**config.mk**
```make
export PLATFORM = sky130hd
export DESIGN_NAME = slf_limit_top
export DESIGN_NICKNAME = d
export VERILOG_FILES = /design/src/slf_thr_mem.v /design/src/slf_limit_top.v
export VERILOG_INCLUDE_DIRS = /design/src /design/src/src
export SDC_FILE = /design/constraint.sdc
export NUM_CORES = 1
export LEC_CHECK = 0
export ABC_CLOCK_PERIOD_IN_PS = 2500
export BUFFER_PORTS_ARGS = -buffer_cell sky130_fd_sc_hd__buf_2
export CORE_MARGIN = 2
export CORE_UTILIZATION = 44
export DETAILED_ROUTE_END_ITERATION = 6
export PLACE_DENSITY_LB_ADDON = 0.15
export SYNTH_ARGS = -nofsm -noshare
export SYNTH_HDL_FRONTEND = slang
export SYNTH_SLANG_ARGS = --single-unit
```
**constraint.sdc**
```tcl
create_clock -name clk -period 2.5 [get_ports clk]
set_clock_uncertainty 0.1 [all_clocks]
set_input_delay 0.375 -clock clk [delete_from_list [all_inputs] [get_ports clk]]
set_output_delay 0.375 -clock clk [all_outputs]
set_load 0.02 [all_outputs]
```
**src/slf_map.vh**
```
// Command codes, field positions and reset values of the limit supervisor.
// Included by the supervisor top; holds definitions only.
`ifndef SLF_MAP_VH
`define SLF_MAP_VH
`define SLF_SLAVE_ADDR 7'h20
`define SLF_CMD_CLEAR 8'h03
`define SLF_CMD_FANCFG 8'h3A
`define SLF_CMD_FANOVR 8'h3B
`define SLF_CMD_OVF 8'h40
`define SLF_CMD_OVW 8'h42
`define SLF_CMD_UVW 8'h43
`define SLF_CMD_UVF 8'h44
`define SLF_CMD_OCW 8'h46
`define SLF_CMD_OCF 8'h4A
`define SLF_CMD_OTF 8'h4F
`define SLF_CMD_OTW 8'h51
`define SLF_CMD_STBYTE 8'h78
`define SLF_CMD_STWORD 8'h79
`define SLF_CMD_STVOUT 8'h7A
`define SLF_CMD_STVEND 8'h80
`define SLF_IX_OVF 3'h0
`define SLF_IX_OVW 3'h1
`define SLF_IX_UVW 3'h2
`define SLF_IX_UVF 3'h3
`define SLF_IX_OCW 3'h4
`define SLF_IX_OCF 3'h5
`define SLF_IX_OTF 3'h6
`define SLF_IX_OTW 3'h7
`define SLF_FAN_ON 7
`define SLF_FAN_RPM 6
`define SLF_FAN_PULSE_HI 5
`define SLF_FAN_PULSE_LO 4
`define SLF_SB_OV 5
`define SLF_SB_OC 4
`define SLF_SB_TEMP 2
`define SLF_SB_CML 1
`define SLF_SB_OTHER 0
`define SLF_SW_OUTPUT_VOLTAGE_FLAG 15
`define SLF_SW_OUTPUT_CURRENT_FLAG 14
`define SLF_SW_VEND 12
`define SLF_SV_OVF 7
`define SLF_SV_OVW 6
`define SLF_SV_UVW 5
`define SLF_SV_UVF 4
`define SLF_SV_TON 2
`define SLF_VS_OTW 0
`define SLF_VS_OTF 1
`define SLF_VS_OCW 2
`define SLF_VS_OCF 3
`define SLF_FANCFG_RST 8'h00
`define SLF_FANOVR_RST 16'hFFFF
`define SLF_THR_RST 16'h0000
`define SLF_DUTY_FULL 16'h2710
`endif

```
**src/slf_thr_mem.v**
```verilog
// Threshold store: eight 16-bit words, one write port, two registered read ports.
// Assumes a single clock; read data appear one edge after the address.
`timescale 1ns/100ps
module slf_thr_mem
(
   // Clock and reset
   input wire clk,
   input wire nrst,
   // Write port
   input wire we,
   input wire [2:0] wAddr,
   input wire [15:0] wData,
   // Read ports
   input wire [2:0] rAddrA,
   output reg [15:0] rDataA,
   input wire [2:0] rAddrB,
   output reg [15:0] rDataB
);
`include "slf_map.vh"
   reg [15:0] mem [0:7];
   genvar g;

   generate
      for (g = 0; g < 8; g = g + 1)
      begin : gWord
         always @(posedge clk)
         begin
            if (!nrst)
               mem[g] <= `SLF_THR_RST;
            else if (we && wAddr == g)
               mem[g] <= wData;
         end
      end
   endgenerate

   always @(posedge clk)
   begin
      if (!nrst)
      begin
         rDataA <= 16'h0000;
         rDataB <= 16'h0000;
      end
      else
      begin
         rDataA <= mem[rAddrA];
         rDataB <= mem[rAddrB];
      end
   end
endmodule

```
**src/slf_limit_top.v**
```verilog
// Limit supervisor and fan override, reached over a two-wire management bus.
// Assumes measurements arrive on clk with one-cycle valid strobes; bus pins
// are asynchronous and are sampled by clk, which must run far above the bus.
// Operation
// - Fan-on clear forces fan drive low
// - Select bit picks duty or speed units
// - Pulse field codes one to four pulses
// - Low nibble of fan setup reads zero
// - Negative override falls back to automatic control
// - Duty override saturates at full scale
// - Speed override used directly as RPM
// - Thresholds and override are two-byte words
// - Overvoltage fault sets flags and fault action
// - Overvoltage warning sets other and voltage flags
// - Undervoltage warning masked until armed, turn-off
// - Undervoltage fault masked likewise, acts on fault
// - Undervoltage fault level ends turn-on check
// - Overcurrent warning sets other, current, vendor flags
// - Overcurrent fault sets flags and fault action
// - Zero overcurrent fault threshold disables current
// - Overtemperature fault sets thermal flags, acts
// - Overtemperature warning sets thermal flags only
// - Summary byte bit layout
// - Summary word layout, low byte mirrors
// - Voltage status byte layout
`timescale 1ns/100ps
module slf_limit_top
(
   // Clock and reset
   input wire clk,
   input wire nrst,
   // Management bus pins
   input wire scl,
   input wire sdaIn,
   output wire sdaOut,
   output reg sdaOe,
   // Measurement results
   input wire [15:0] measVolt,
   input wire voltValid,
   input wire [15:0] measCur,
   input wire curValid,
   input wire [15:0] measTemp,
   input wire tempValid,
   // Sequencing and mode settings
   input wire supplyOff,
   input wire tonTimeout,
   input wire alertEn,
   input wire faultRespEn,
   // Fan
   input wire fanPwmIn,
   output reg fanDrivePin,
   output reg fanSpeedMode,
   output reg [2:0] fanTachPulses,
   output reg fanOverride,
   output reg [15:0] fanTarget,
   // Supervision results
   output reg curMeasEn,
   output reg uvCrossed,
   output reg faultAction,
   output reg alertOe
);
`include "slf_map.vh"
   localparam S_IDLE = 3'h0;
   localparam S_ADDR = 3'h1;
   localparam S_RX = 3'h2;
   localparam S_ACK = 3'h3;
   localparam S_TX = 3'h4;
   localparam S_MACK = 3'h5;
   localparam S_TXN = 3'h6;

   // Threshold command to {valid, index}
   function [3:0] thrIx;
      input [7:0] c;
      begin
         case (c)
            `SLF_CMD_OVF: thrIx = {1'b1, `SLF_IX_OVF};
            `SLF_CMD_OVW: thrIx = {1'b1, `SLF_IX_OVW};
            `SLF_CMD_UVW: thrIx = {1'b1, `SLF_IX_UVW};
            `SLF_CMD_UVF: thrIx = {1'b1, `SLF_IX_UVF};
            `SLF_CMD_OCW: thrIx = {1'b1, `SLF_IX_OCW};
            `SLF_CMD_OCF: thrIx = {1'b1, `SLF_IX_OCF};
            `SLF_CMD_OTF: thrIx = {1'b1, `SLF_IX_OTF};
            `SLF_CMD_OTW: thrIx = {1'b1, `SLF_IX_OTW};
            default: thrIx = 4'h0;
         endcase
      end
   endfunction

   // Pin synchronisers; the first stages feed only the second stages
   reg scl1_q, scl2_q, sclP_q, sda1_q, sda2_q, sdaP_q;
   always @(posedge clk)
   begin
      if (!nrst)
      begin
         scl1_q <= 1'b1;
         scl2_q <= 1'b1;
         sclP_q <= 1'b1;
         sda1_q <= 1'b1;
         sda2_q <= 1'b1;
         sdaP_q <= 1'b1;
      end
      else
      begin
         scl1_q <= scl;
         scl2_q <= scl1_q;
         sclP_q <= scl2_q;
         sda1_q <= sdaIn;
         sda2_q <= sda1_q;
         sdaP_q <= sda2_q;
      end
   end
   wire sclRise = scl2_q & ~sclP_q;
   wire sclFall = ~scl2_q & sclP_q;
   wire busStart = scl2_q & sclP_q & sdaP_q & ~sda2_q;
   wire busStop = scl2_q & sclP_q & ~sdaP_q & sda2_q;
   assign sdaOut = 1'b0;

   reg [2:0] st_q;
   reg [3:0] bit_q;
   reg [1:0] byte_q;
   reg [7:0] sh_q, tx_q, cmd_q, wlo_q, clrMask_q, fanCfg_q;
   reg [15:0] fanOvr_q;
   reg rd_q, ack_q, we_q, clrV_q, clrM_q, clrC_q, cmlSet_q;
   reg [2:0] wAddr_q;
   reg [15:0] wData_q;
   reg [7:0] output_voltage_flag_q;
   reg [3:0] vend_q;
   reg cml_q;
   wire [15:0] rDataA, rDataB;
   wire [7:0] rxByte = {sh_q[6:0], sda2_q};
   wire [3:0] cmdIx = thrIx(cmd_q);
   wire [3:0] rxIx = thrIx(rxByte);
   wire [1:0] byteNx = byte_q + {1'b0, (byte_q != 2'h3)};

   // Summary views, built from the detailed flags
   wire other = output_voltage_flag_q[`SLF_SV_OVW] | output_voltage_flag_q[`SLF_SV_UVW] | output_voltage_flag_q[`SLF_SV_UVF]
      | output_voltage_flag_q[`SLF_SV_TON] | vend_q[`SLF_VS_OCW];
   wire therm = vend_q[`SLF_VS_OTF] | vend_q[`SLF_VS_OTW];
   wire [7:0] stByte = {2'b00, output_voltage_flag_q[`SLF_SV_OVF], vend_q[`SLF_VS_OCF], 1'b0,
      therm, cml_q, other};
   wire [15:0] stWord = {(|output_voltage_flag_q), (vend_q[`SLF_VS_OCW] | vend_q[`SLF_VS_OCF]),
      1'b0, (|vend_q), 4'h0, stByte};

   // Read word for the current command, sent low byte first
   reg [15:0] rdWord;
   reg [7:0] rdByte;
   always @*
   begin
      case (cmd_q)
         `SLF_CMD_FANCFG: rdWord = {8'h00, fanCfg_q[7:4], 4'h0};
         `SLF_CMD_FANOVR: rdWord = fanOvr_q;
         `SLF_CMD_STBYTE: rdWord = {8'h00, stByte};
         `SLF_CMD_STWORD: rdWord = stWord;
         `SLF_CMD_STVOUT: rdWord = {8'h00, output_voltage_flag_q};
         `SLF_CMD_STVEND: rdWord = {12'h000, vend_q};
         default: rdWord = cmdIx[3] ? rDataA : 16'h0000;
      endcase
      case (byte_q)
         2'h0: rdByte = rdWord[7:0];
         2'h1: rdByte = rdWord[15:8];
         default: rdByte = 8'h00;
      endcase
   end

   // Bus slave: bytes in on SCL rise, SDA changed only after SCL fall
   always @(posedge clk)
   begin
      if (!nrst)
      begin
         st_q <= S_IDLE;
         bit_q <= 4'h0;
         byte_q <= 2'h0;
         sh_q <= 8'h00;
         tx_q <= 8'h00;
         cmd_q <= 8'h00;
         wlo_q <= 8'h00;
         rd_q <= 1'b0;
         ack_q <= 1'b0;
         sdaOe <= 1'b0;
         we_q <= 1'b0;
         wAddr_q <= 3'h0;
         wData_q <= 16'h0000;
         clrMask_q <= 8'h00;
         clrV_q <= 1'b0;
         clrM_q <= 1'b0;
         clrC_q <= 1'b0;
         cmlSet_q <= 1'b0;
         fanCfg_q <= `SLF_FANCFG_RST;
         fanOvr_q <= `SLF_FANOVR_RST;
      end
      else
      begin
         we_q <= 1'b0;
         clrV_q <= 1'b0;
         clrM_q <= 1'b0;
         clrC_q <= 1'b0;
         cmlSet_q <= 1'b0;
         if (busStart)
         begin
            st_q <= S_ADDR;
            bit_q <= 4'h0;
            byte_q <= 2'h0;
            ack_q <= 1'b0;
            sdaOe <= 1'b0;
         end
         else if (busStop)
         begin
            st_q <= S_IDLE;
            sdaOe <= 1'b0;
         end
         else
            case (st_q)
               S_IDLE: st_q <= S_IDLE;
               S_ADDR, S_RX:
                  if (sclRise)
                  begin
                     sh_q <= rxByte;
                     bit_q <= bit_q + 4'h1;
                     if (bit_q == 4'h7)
                     begin
                        st_q <= S_ACK;
                        if (st_q == S_ADDR)
                        begin
                           rd_q <= sda2_q;
                           if (sh_q[6:0] != `SLF_SLAVE_ADDR)
                              st_q <= S_IDLE;
                        end
                        else
                        begin
                           byte_q <= byteNx;
                           if (byte_q == 2'h0)
                           begin
                              cmd_q <= rxByte;
                              if (rxByte == `SLF_CMD_CLEAR)
                              begin
                                 clrMask_q <= 8'hFF;
                                 clrV_q <= 1'b1;
                                 clrM_q <= 1'b1;
                                 clrC_q <= 1'b1;
                              end
                              else if (!rxIx[3] && rxByte != `SLF_CMD_FANCFG
                                 && rxByte != `SLF_CMD_FANOVR && rxByte != `SLF_CMD_STBYTE
                                 && rxByte != `SLF_CMD_STWORD && rxByte != `SLF_CMD_STVOUT
                                 && rxByte != `SLF_CMD_STVEND)
                                 cmlSet_q <= 1'b1;
                           end
                           else if (byte_q == 2'h1)
                           begin
                              wlo_q <= rxByte;
                              clrMask_q <= rxByte;
                              if (cmd_q == `SLF_CMD_FANCFG)
                                 fanCfg_q <= {rxByte[7:4], 4'h0};
                              clrV_q <= (cmd_q == `SLF_CMD_STVOUT);
                              clrM_q <= (cmd_q == `SLF_CMD_STVEND);
                              clrC_q <= (cmd_q == `SLF_CMD_STBYTE);
                           end
                           else if (byte_q == 2'h2)
                           begin
                              // Word takes effect only once both bytes are in
                              if (cmd_q == `SLF_CMD_FANOVR)
                                 fanOvr_q <= {rxByte, wlo_q};
                              we_q <= cmdIx[3];
                              wAddr_q <= cmdIx[2:0];
                              wData_q <= {rxByte, wlo_q};
                           end
                        end
                     end
                  end
               S_ACK:
                  if (sclFall)
                  begin
                     if (!ack_q)
                     begin
                        sdaOe <= 1'b1;
                        ack_q <= 1'b1;
                     end
                     else
                     begin
                        ack_q <= 1'b0;
                        bit_q <= 4'h0;
                        if (rd_q)
                        begin
                           tx_q <= rdByte;
                           sdaOe <= ~rdByte[7];
                           bit_q <= 4'h1;
                           st_q <= S_TX;
                        end
                        else
                        begin
                           sdaOe <= 1'b0;
                           st_q <= S_RX;
                        end
                     end
                  end
               S_TX:
                  if (sclFall)
                  begin
                     if (bit_q == 4'h8)
                     begin
                        sdaOe <= 1'b0;
                        byte_q <= byteNx;
                        st_q <= S_MACK;
                     end
                     else
                     begin
                        sdaOe <= ~tx_q[6];
                        tx_q <= {tx_q[6:0], 1'b0};
                        bit_q <= bit_q + 4'h1;
                     end
                  end
               S_MACK:
                  if (sclRise)
                     st_q <= sda2_q ? S_IDLE : S_TXN;
               S_TXN:
                  if (sclFall)
                  begin
                     tx_q <= rdByte;
                     sdaOe <= ~rdByte[7];
                     bit_q <= 4'h1;
                     st_q <= S_TX;
                  end
               default: st_q <= S_IDLE;
            endcase
      end
   end

   // Scanner walks the eight thresholds, one compare per cycle
   reg [2:0] scan_q, cmpIx_q;
   reg [2:0] pend_q, act_q;
   reg [15:0] vLat_q, cLat_q, tLat_q, vS_q, cS_q, tS_q;
   reg uvArmed_q;
   wire passStart = (scan_q == 3'h0);

   slf_thr_mem uMem
   (
      .clk(clk),
      .nrst(nrst),
      .we(we_q),
      .wAddr(wAddr_q),
      .wData(wData_q),
      .rAddrA(cmdIx[2:0]),
      .rDataA(rDataA),
      .rAddrB(scan_q),
      .rDataB(rDataB)
   );

   wire signed [15:0] thr = rDataB;
   wire signed [15:0] vS = vS_q;
   wire signed [15:0] cS = cS_q;
   wire signed [15:0] tS = tS_q;
   reg [7:0] svSet;
   reg [3:0] vmSet;
   reg armSet;
   always @*
   begin
      svSet = 8'h00;
      vmSet = 4'h0;
      armSet = 1'b0;
      case (cmpIx_q)
         `SLF_IX_OVF: svSet[`SLF_SV_OVF] = act_q[0] & (vS > thr);
         `SLF_IX_OVW: svSet[`SLF_SV_OVW] = act_q[0] & (vS > thr);
         `SLF_IX_UVW: svSet[`SLF_SV_UVW] = act_q[0] & uvArmed_q & ~supplyOff & (vS < thr);
         `SLF_IX_UVF:
         begin
            svSet[`SLF_SV_UVF] = act_q[0] & uvArmed_q & ~supplyOff & (vS < thr);
            armSet = act_q[0] & ~supplyOff & (vS >= thr);
         end
         `SLF_IX_OCW: vmSet[`SLF_VS_OCW] = act_q[1] & curMeasEn & (cS > thr);
         `SLF_IX_OCF: vmSet[`SLF_VS_OCF] = act_q[1] & curMeasEn & (cS > thr);
         `SLF_IX_OTF: vmSet[`SLF_VS_OTF] = act_q[2] & (tS > thr);
         `SLF_IX_OTW: vmSet[`SLF_VS_OTW] = act_q[2] & (tS > thr);
         default: svSet = 8'h00;
      endcase
      svSet[`SLF_SV_TON] = tonTimeout;
   end

   wire newFault = svSet[`SLF_SV_OVF] | svSet[`SLF_SV_UVF] | svSet[`SLF_SV_TON]
      | vmSet[`SLF_VS_OCF] | vmSet[`SLF_VS_OTF];
   wire anySet = (|svSet) | (|vmSet) | cmlSet_q;

   always @(posedge clk)
   begin
      if (!nrst)
      begin
         scan_q <= 3'h0;
         cmpIx_q <= 3'h0;
         pend_q <= 3'h0;
         act_q <= 3'h0;
         vLat_q <= 16'h0000;
         cLat_q <= 16'h0000;
         tLat_q <= 16'h0000;
         vS_q <= 16'h0000;
         cS_q <= 16'h0000;
         tS_q <= 16'h0000;
         uvArmed_q <= 1'b0;
         curMeasEn <= 1'b0;
         output_voltage_flag_q <= 8'h00;
         vend_q <= 4'h0;
         cml_q <= 1'b0;
         faultAction <= 1'b0;
         alertOe <= 1'b0;
         uvCrossed <= 1'b0;
      end
      else
      begin
         scan_q <= scan_q + 3'h1;
         cmpIx_q <= scan_q;
         // Only results that arrived since the last pass are judged
         pend_q <= (passStart ? 3'h0 : pend_q) | {tempValid, curValid, voltValid};
         if (passStart)
         begin
            act_q <= pend_q;
            vS_q <= vLat_q;
            cS_q <= cLat_q;
            tS_q <= tLat_q;
         end
         if (voltValid)
            vLat_q <= measVolt;
         if (curValid)
            cLat_q <= measCur;
         if (tempValid)
            tLat_q <= measTemp;
         if (cmpIx_q == `SLF_IX_OCF)
            curMeasEn <= (rDataB != 16'h0000) & ~rDataB[15];
         if (supplyOff)
            uvArmed_q <= 1'b0;
         else if (armSet)
            uvArmed_q <= 1'b1;
         uvCrossed <= ~supplyOff & (uvArmed_q | armSet);
         // Set wins over a clear in the same cycle
         output_voltage_flag_q <= (output_voltage_flag_q & ~(clrV_q ? clrMask_q : 8'h00)) | svSet;
         vend_q <= (vend_q & ~(clrM_q ? clrMask_q[3:0] : 4'h0)) | vmSet;
         cml_q <= (cml_q & ~clrC_q) | cmlSet_q;
         // Level while any fault flag stands, so a late enable still acts
         faultAction <= faultRespEn & (newFault | output_voltage_flag_q[`SLF_SV_OVF] | output_voltage_flag_q[`SLF_SV_UVF]
            | output_voltage_flag_q[`SLF_SV_TON] | vend_q[`SLF_VS_OCF] | vend_q[`SLF_VS_OTF]);
         // Held while any flag stays set, dropped when all are cleared
         alertOe <= alertEn & (anySet | (alertOe & ((|output_voltage_flag_q) | (|vend_q) | cml_q)));
      end
   end

   // Fan outputs
   always @(posedge clk)
   begin
      if (!nrst)
      begin
         fanDrivePin <= 1'b0;
         fanSpeedMode <= 1'b0;
         fanTachPulses <= 3'h1;
         fanOverride <= 1'b0;
         fanTarget <= 16'h0000;
      end
      else
      begin
         fanDrivePin <= fanCfg_q[`SLF_FAN_ON] & fanPwmIn;
         fanSpeedMode <= fanCfg_q[`SLF_FAN_RPM];
         fanTachPulses <= {1'b0, fanCfg_q[`SLF_FAN_PULSE_HI:`SLF_FAN_PULSE_LO]} + 3'h1;
         fanOverride <= ~fanOvr_q[15];
         if (fanCfg_q[`SLF_FAN_RPM])
            fanTarget <= fanOvr_q[15] ? 16'h0000 : fanOvr_q;
         else if (fanOvr_q[15])
            fanTarget <= 16'h0000;
         else if (fanOvr_q > `SLF_DUTY_FULL)
            fanTarget <= `SLF_DUTY_FULL;
         else
            fanTarget <= fanOvr_q;
      end
   end
endmodule

```
==> flow_summary.toml, run 1 <==
[floorplan]
core_area_um2 = 43100
start_util_pct = 44.6
die_y_um = 213
die_w_um = 213
ioPinCount = 88
dieArea_um2 = 45400
rows = 76

[clocking]
cts_tree = "built"
clock_latency_ns = 0.57
root_buffer = "clkbuf_16"
path_clk_slew_ns = 0.06
clockBufferDepth = 3
cts_sinks = 407
h-tree-depth = 2
cts_made_buffers = 45

[final_layout]
fin_cells = 2727
final_area_um2 = 23400
syn_to_final_growth_pct = 21.6
nNetsFinal = 2218
drive_gt1_share_pct = 18.2

[power_and_ir_drop]
p_switching_uw = 3710
power_frac_clock_pct = 44.0
ir_worst_vdd_uv = 519
power_frac_comb_pct = 9.8
p_leak_uw = 0.00896
p_int_uw = 12000
power_uw = 15700
seqPwrFrac_pct = 46.1
p_per_area_nw_per_um2 = 670
switching_share_pct = 23.7

[yosys]
synth_top_area_share_pct = 29.0
yosys_warnings = 0
synth_edf_count = 128
yosysTopAreaCell = "dfxtp_1"
synth_ff_type = "dfxtp_1"
postSynthAreaPerCell_um2 = 9.99
synthArstFlopShare_pct = 0
synth_seq_cells = 407
yosysUniqueCellTypes = 83
netlist_area_um2 = 19200
yosys-top-cells-area = "dfxtp_1 29%, edfxtp_1 20%, nand2_1 6.2%"
yosysSeqAreaShare_pct = 49.0
synth_cells = 1925

[sta]
rsz0062_at_grt = "yes"
max_slew_margin_pct = 30.4
period_needed_ns = 2.56
timing.final.ws_setup_ns = -0.0626
finalCritPeriodShare_pct = 103
worst_pin_slew_ns = 1.04
setup_viol = 2
final-hold-violation-count = 0
timing.hold.ws_ns = 0.0359
max_freq_mhz = 390
maxSlewViolCount = 0
tns_ns = -0.0920

[drt]
ant_nets = 0
firstDrtPassIters = 5
viasPerCell = 5.47
drt_wl_total_mm = 54.2
route.vias.total = 14900
wl_per_cell_um = 19.9
first_iter_violations = 1268
drc = 0

[setup_path]
cp-end-kind = "flip-flop"
worst-setup-path-type = "flip-flop to flip-flop"
worst_ep_required_time_ns = 2.84
timing.reg2reg.setup_slack_ns = -0.06
critPathMaxFanout = 4
arrival_ns = 2.90
timing.rr.end = "alertOe"
cp-start-kind = "flip-flop"
reg2reg_depth = 12
r2r_start = "uMem.rDataB[14]"

[worst_hold_path]
worstHoldStart = "measCur[10]"
min_to = "cLat_q[10]"
min_path_cells = 3
hold_class = "input port to flip-flop"

[global_routing]
grt_remaining_overflow = 0
gr-usage-all-layers_pct = 24.0
grt_max_degree = 85
grt_pass1_wl_mm = 82.6
grt_pass1_vias = 14500
antenna_found_initial = 1

[place]
gp_congestion = 0.890
placed_area_um2 = 20900
placedCellCount = 2581
portBuffers = 85
place_hpwl_mm = 36.1

[job]
drv_cap = 0

[status]
violations = "setup timing"
status = "finished with violations"
-- routing by layer --
layer	share of wire, %	GRT usage (%)	routed length [um]
met4	3.4	9.60	1870
met2	47	38.7	25200
met1	44	32.3	23800
met5	0	0	0
met3	6.0	3.62	3280
-- final cells by class --
cell class | instances | area [um^2]
clock inverters | 17 | 190
diodes | 2 | 5.00
flip-flops and latches | 407 | 9450
inverters | 36 | 138
repair buffers | 257 | 1980
multi-input cells | 1358 | 9530
fillers | 3749 | 19700
well taps | 585 | 732
clock buffers | 65 | 1360
-- Yosys cell counts, types with 46 or more instances --
cell type,count
nand2_1,316
nor2_1,66
clkbuf_1,97
nand3_1,46
a21boi_0,86
a21oi_1,49
dfxtp_1,279
edfxtp_1,128
and2_1,171
ha_1,53
nor2b_1,100
mux2i_1,90
-- worst max path at each step --
stage,start,endpoint,slack [ns],depth (start not counted)
after floorplan,uMem.rDataB[14],alertOe,0.03,9
after global placement,uMem.rDataB[7],alertOe,-0.11,9
after detailed placement,uMem.rDataB[7],alertOe,-0.18,9
after CTS,uMem.rDataB[5],alertOe,0.003,11
after global routing,uMem.rDataB[14],alertOe,-0.18,12
final,uMem.rDataB[14],alertOe,-0.06,12
-- cell usage in the layout, fill, tap and decap left out, types with 27 or more instances in the layout --
master and instances:
a211oi_1 32, a21boi_0 84, a21oi_1 45, a311oi_1 33, and2_1 171, buf_2 84
buf_4 106, clkbuf_16 48, dfxtp_1 265, dlygate4sd3_1 54, edfxtp_1 128, ha_1 36
inv_1 27, mux2i_1 89, mux4_2 32, nand2_1 314, nand3_1 45, nor2_1 66
nor2b_1 99
-- power by group through the flow --
| stage | combinational (uW) | clock (uW) | sequential, uW |
|---|---|---|---|
| 2_1_floorplan | 896 | 0 | 7290 |
| 3_5_place_dp | 1360 | 0 | 7360 |
| 4_1_cts | 1470 | 7030 | 7220 |
| 3_3_place_gp | 1330 | 0 | 7350 |
| 5_1_grt | 1690 | 7270 | 7250 |
| 6_report | 1540 | 6900 | 7230 |
-- through the flow --
stage | util, % | setup slack (ns)
floorplan | - | 0.0311
global placement | 48.4 | -0.108
detailed placement | 48.4 | -0.177
CTS | 53.6 | 0.00251
global route | 54.3 | -0.176
finish | 54.3 | -0.0626
-- cells by family (layout without fill, tap and decap cells) --
family / after synthesis / in the layout / share of synthesized area, %
AOI/OAI and AO/OA: 351 / 351 / 13.3
xor gates and xnor gates: 6 / 6 / 0.273
adders and majority gates: 54 / 54 / 3.50
buffers and inverters: 161 / 375 / 3.51
DFF: 407 / 407 / 49.0
muxes: 124 / 124 / 8.55
other: 1 / 4 / 0.0195
and+or+nand+nor: 821 / 821 / 21.8
-- repair_timing --
item                                    4_1_cts  5_1_grt
buffers inserted                              4        5
pin swaps                                    15       23
endpoints found under the setup margin        7       41
hold buffers                                 54        0
resized for setup                            27       47
endpoints found under the hold margin        55        0
-- flip-flops by register name, summed over array words and instances (netlist names), 4 cells and up --
signal / count
wlo_q: 8
vS: 16
fanOvr_q: 16
fanTarget: 15
wData_q: 16
cS: 16
fanCfg_q: 4
vLat_q: 16
cLat_q: 16
uMem.rDataB: 16
sh_q: 7
uMem.mem: 128
output_voltage_flag_q: 8
clrMask_q: 8
vend_q: 4
cmd_q: 8
tx_q: 7
bit_q: 4
tS: 16
uMem.rDataA: 16
tLat_q: 16
-- worst max-delay path, cell delays in order, from the launching register on --
cell       delay [ns]
dfxtp_2          0.34
inv_2            0.06
buf_6            0.13
ha_4             0.26
nand4_1          0.16
buf_4            0.19
buf_4            0.12
buf_4            0.11
a2bb2oi_1        0.15
and3_1           0.20
o211a_1          0.25
nor4_4           0.23
a41oi_1          0.13
Power figures use the tool's default switching activity.
==> run 2: changes to the inputs <==
--- a/config.mk
+++ b/config.mk
@@ -11,6 +11,7 @@
 export CORE_MARGIN = 2
 export CORE_UTILIZATION = 44
 export DETAILED_ROUTE_END_ITERATION = 6
+export MAX_ROUTING_LAYER = met4
 export PLACE_DENSITY_LB_ADDON = 0.15
 export SYNTH_ARGS = -nofsm -noshare
 export SYNTH_HDL_FRONTEND = slang
==> run 2 against run 1 <==
  * Count of clock-buffer cells in the layout rose by 2
  * Via count rose by 0.76%
  * Final area barely moved
  * Combinational power barely moved
  * Die area did not move
  * The flow still finishes with violations (setup timing)
  * Routed wire length rose by 0.18%
  * Total power rose by 0.37%
  * Largest cell class unchanged
  * Cell count did not move
  * Maximum frequency rose by 0.85%
  * Sequential power barely moved
==> flow_summary.toml, run 2 (synthesized netlist as in run 1, its figures left out) <==
[status]
status = "finished with violations"
violations = "setup timing"

[sta]
final-hold-violation-count = 0
maxSlewViolCount = 0
worst_pin_slew_ns = 1.01
setup_viol = 2
max_freq_mhz = 394
rsz0062_at_grt = "yes"
timing.hold.ws_ns = 0.234
period_needed_ns = 2.54
max_slew_margin_pct = 32.2
finalCritPeriodShare_pct = 102
timing.final.ws_setup_ns = -0.0410

[clocking]
clock_latency_ns = 0.58
clockBufferDepth = 3
cts_tree = "built"
root_buffer = "clkbuf_16"
cts_made_buffers = 45
cts_sinks = 407
h-tree-depth = 2
path_clk_slew_ns = 0.06

[global_routing]
grt_pass1_wl_mm = 82.6
antenna_found_initial = 4
grt_pass1_vias = 14700
grt_remaining_overflow = 0
gr-usage-all-layers_pct = 24.6
grt_max_degree = 162

[place]
gp_congestion = 0.899
pre_cts_ws_ns = -0.156
portBuffers = 85
place_hpwl_mm = 36.4

[setup_path]
worst_ep_required_time_ns = 2.83
cp_top_family = "simple AND/OR/NAND/NOR gates"
arrival_ns = 2.87
slowest_delay_ns = 0.38
cp_common_cell = "nor4_4"
worst-setup-path-type = "flip-flop to flip-flop"
critPathMaxFanout = 3
crit_buf_inv = 1
cp_cell_sequence = "ha_4 > nand4_1 > nor4_4 > buf_4 > o21a_1 > o31ai_2 > a41o_1 > nor4_4 > a41oi_1"
cp-end-kind = "flip-flop"
crit_slowest_cell = "dfxtp_1"
cp-start-kind = "flip-flop"
r2r_start = "vS[10]"
startpoint = "vS[10]"

[floorplan]
ioPinCount = 88
dieArea_um2 = 45400
die_w_um = 213
start_util_pct = 44.6
die_y_um = 213
rows = 76
core_area_um2 = 43100

[drt]
route.vias.total = 15000
wl_per_cell_um = 19.9
firstDrtPassIters = 7
ant_nets = 0
first_iter_violations = 1115
drt_wl_total_mm = 54.3
viasPerCell = 5.51
drc = 0

[final_layout]
top_register = "uMem.mem"
layout_commonest_cell = "nand2_1"
mostFrequentLayoutCells = "313 x nand2_1, 270 x dfxtp_1, 171 x and2_1, 128 x edfxtp_1, 103 x buf_4"
nNetsFinal = 2215
largest_reg_flops = 128
drive_gt1_share_pct = 18.0
syn_to_final_growth_pct = 21.5

[power_and_ir_drop]
p_leak_uw = 0.00896
ir_worst_vdd_uv = 442
p_per_area_nw_per_um2 = 673

[worst_hold_path]
worstHoldStart = "tempValid"
hold_class = "input port to flip-flop"

[job]
drv_cap = 0
-- run 2: worst min-delay path, cell delays in order --
cell	delay, ns
buf_2	0.26
a21oi_1	0.18
nor2b_1	0.05
-- run 2: through the flow --
stage                     power (uW)  instances  setup TNS [ns]  cell area, um^2  utilization, %
after floorplan                 8190       1926               0            19200               -
after global placement          8690       2582          -0.150            20800            48.4
after detailed placement        8730       2582          -0.558            20800            48.4
after CTS                      15800       2721         -0.0198            23000            53.5
after global routing           16300       2727          -0.524            23400            54.2
final                          15700       2727         -0.0508            23400            54.2
-- run 2: repair_timing --
action | CTS | global route
resized for setup | 10 | 60
endpoints found under the hold margin | 56 | 0
setup buffers | 0 | 2
pin swaps | 8 | 14
hold buffers | 56 | 0
endpoints found under the setup margin | 6 | 44
-- run 2: report_power, final --
| part | internal (uW) | total (uW) | leakage, uW | switching [uW] |
|---|---|---|---|---|
| logic | 712 | 1540 | 0.00470 | 833 |
| clock network | 4230 | 6960 | 0.000771 | 2730 |
| registers | 7060 | 7220 | 0.00349 | 160 |
| total | 12000 | 15700 | 0.00896 | 3720 |
-- run 2: final timing paths --
check	slack, ns	cells after the start	endpoint
worst max register to register	-0.04	9	alertOe
worst max-delay path	-0.04	9	alertOe
worst min register to register	0.31	1	sda2_q
worst min-delay path	0.23	3	pend_q[2]
-- run 2: metal layers --
layer  GRT usage (%)  vias to the layer above  share of wire [%]
li1                -                     7182                  -
met3            5.71                      120                7.0
met5               -                        -                  0
met1            31.4                     7240                 44
met2            37.3                      491                 46
met4            10.7                        0                3.7
-- run 2: layout make-up --
class	instances	area (um^2)
fill	3755	19700
multi-input combinational	1358	9520
sequential	407	9440
timing repair buffer	254	1950
clock buffer	67	1370
tap	585	732
clock inverter	16	200
inverter	36	138
antenna	4	10.0
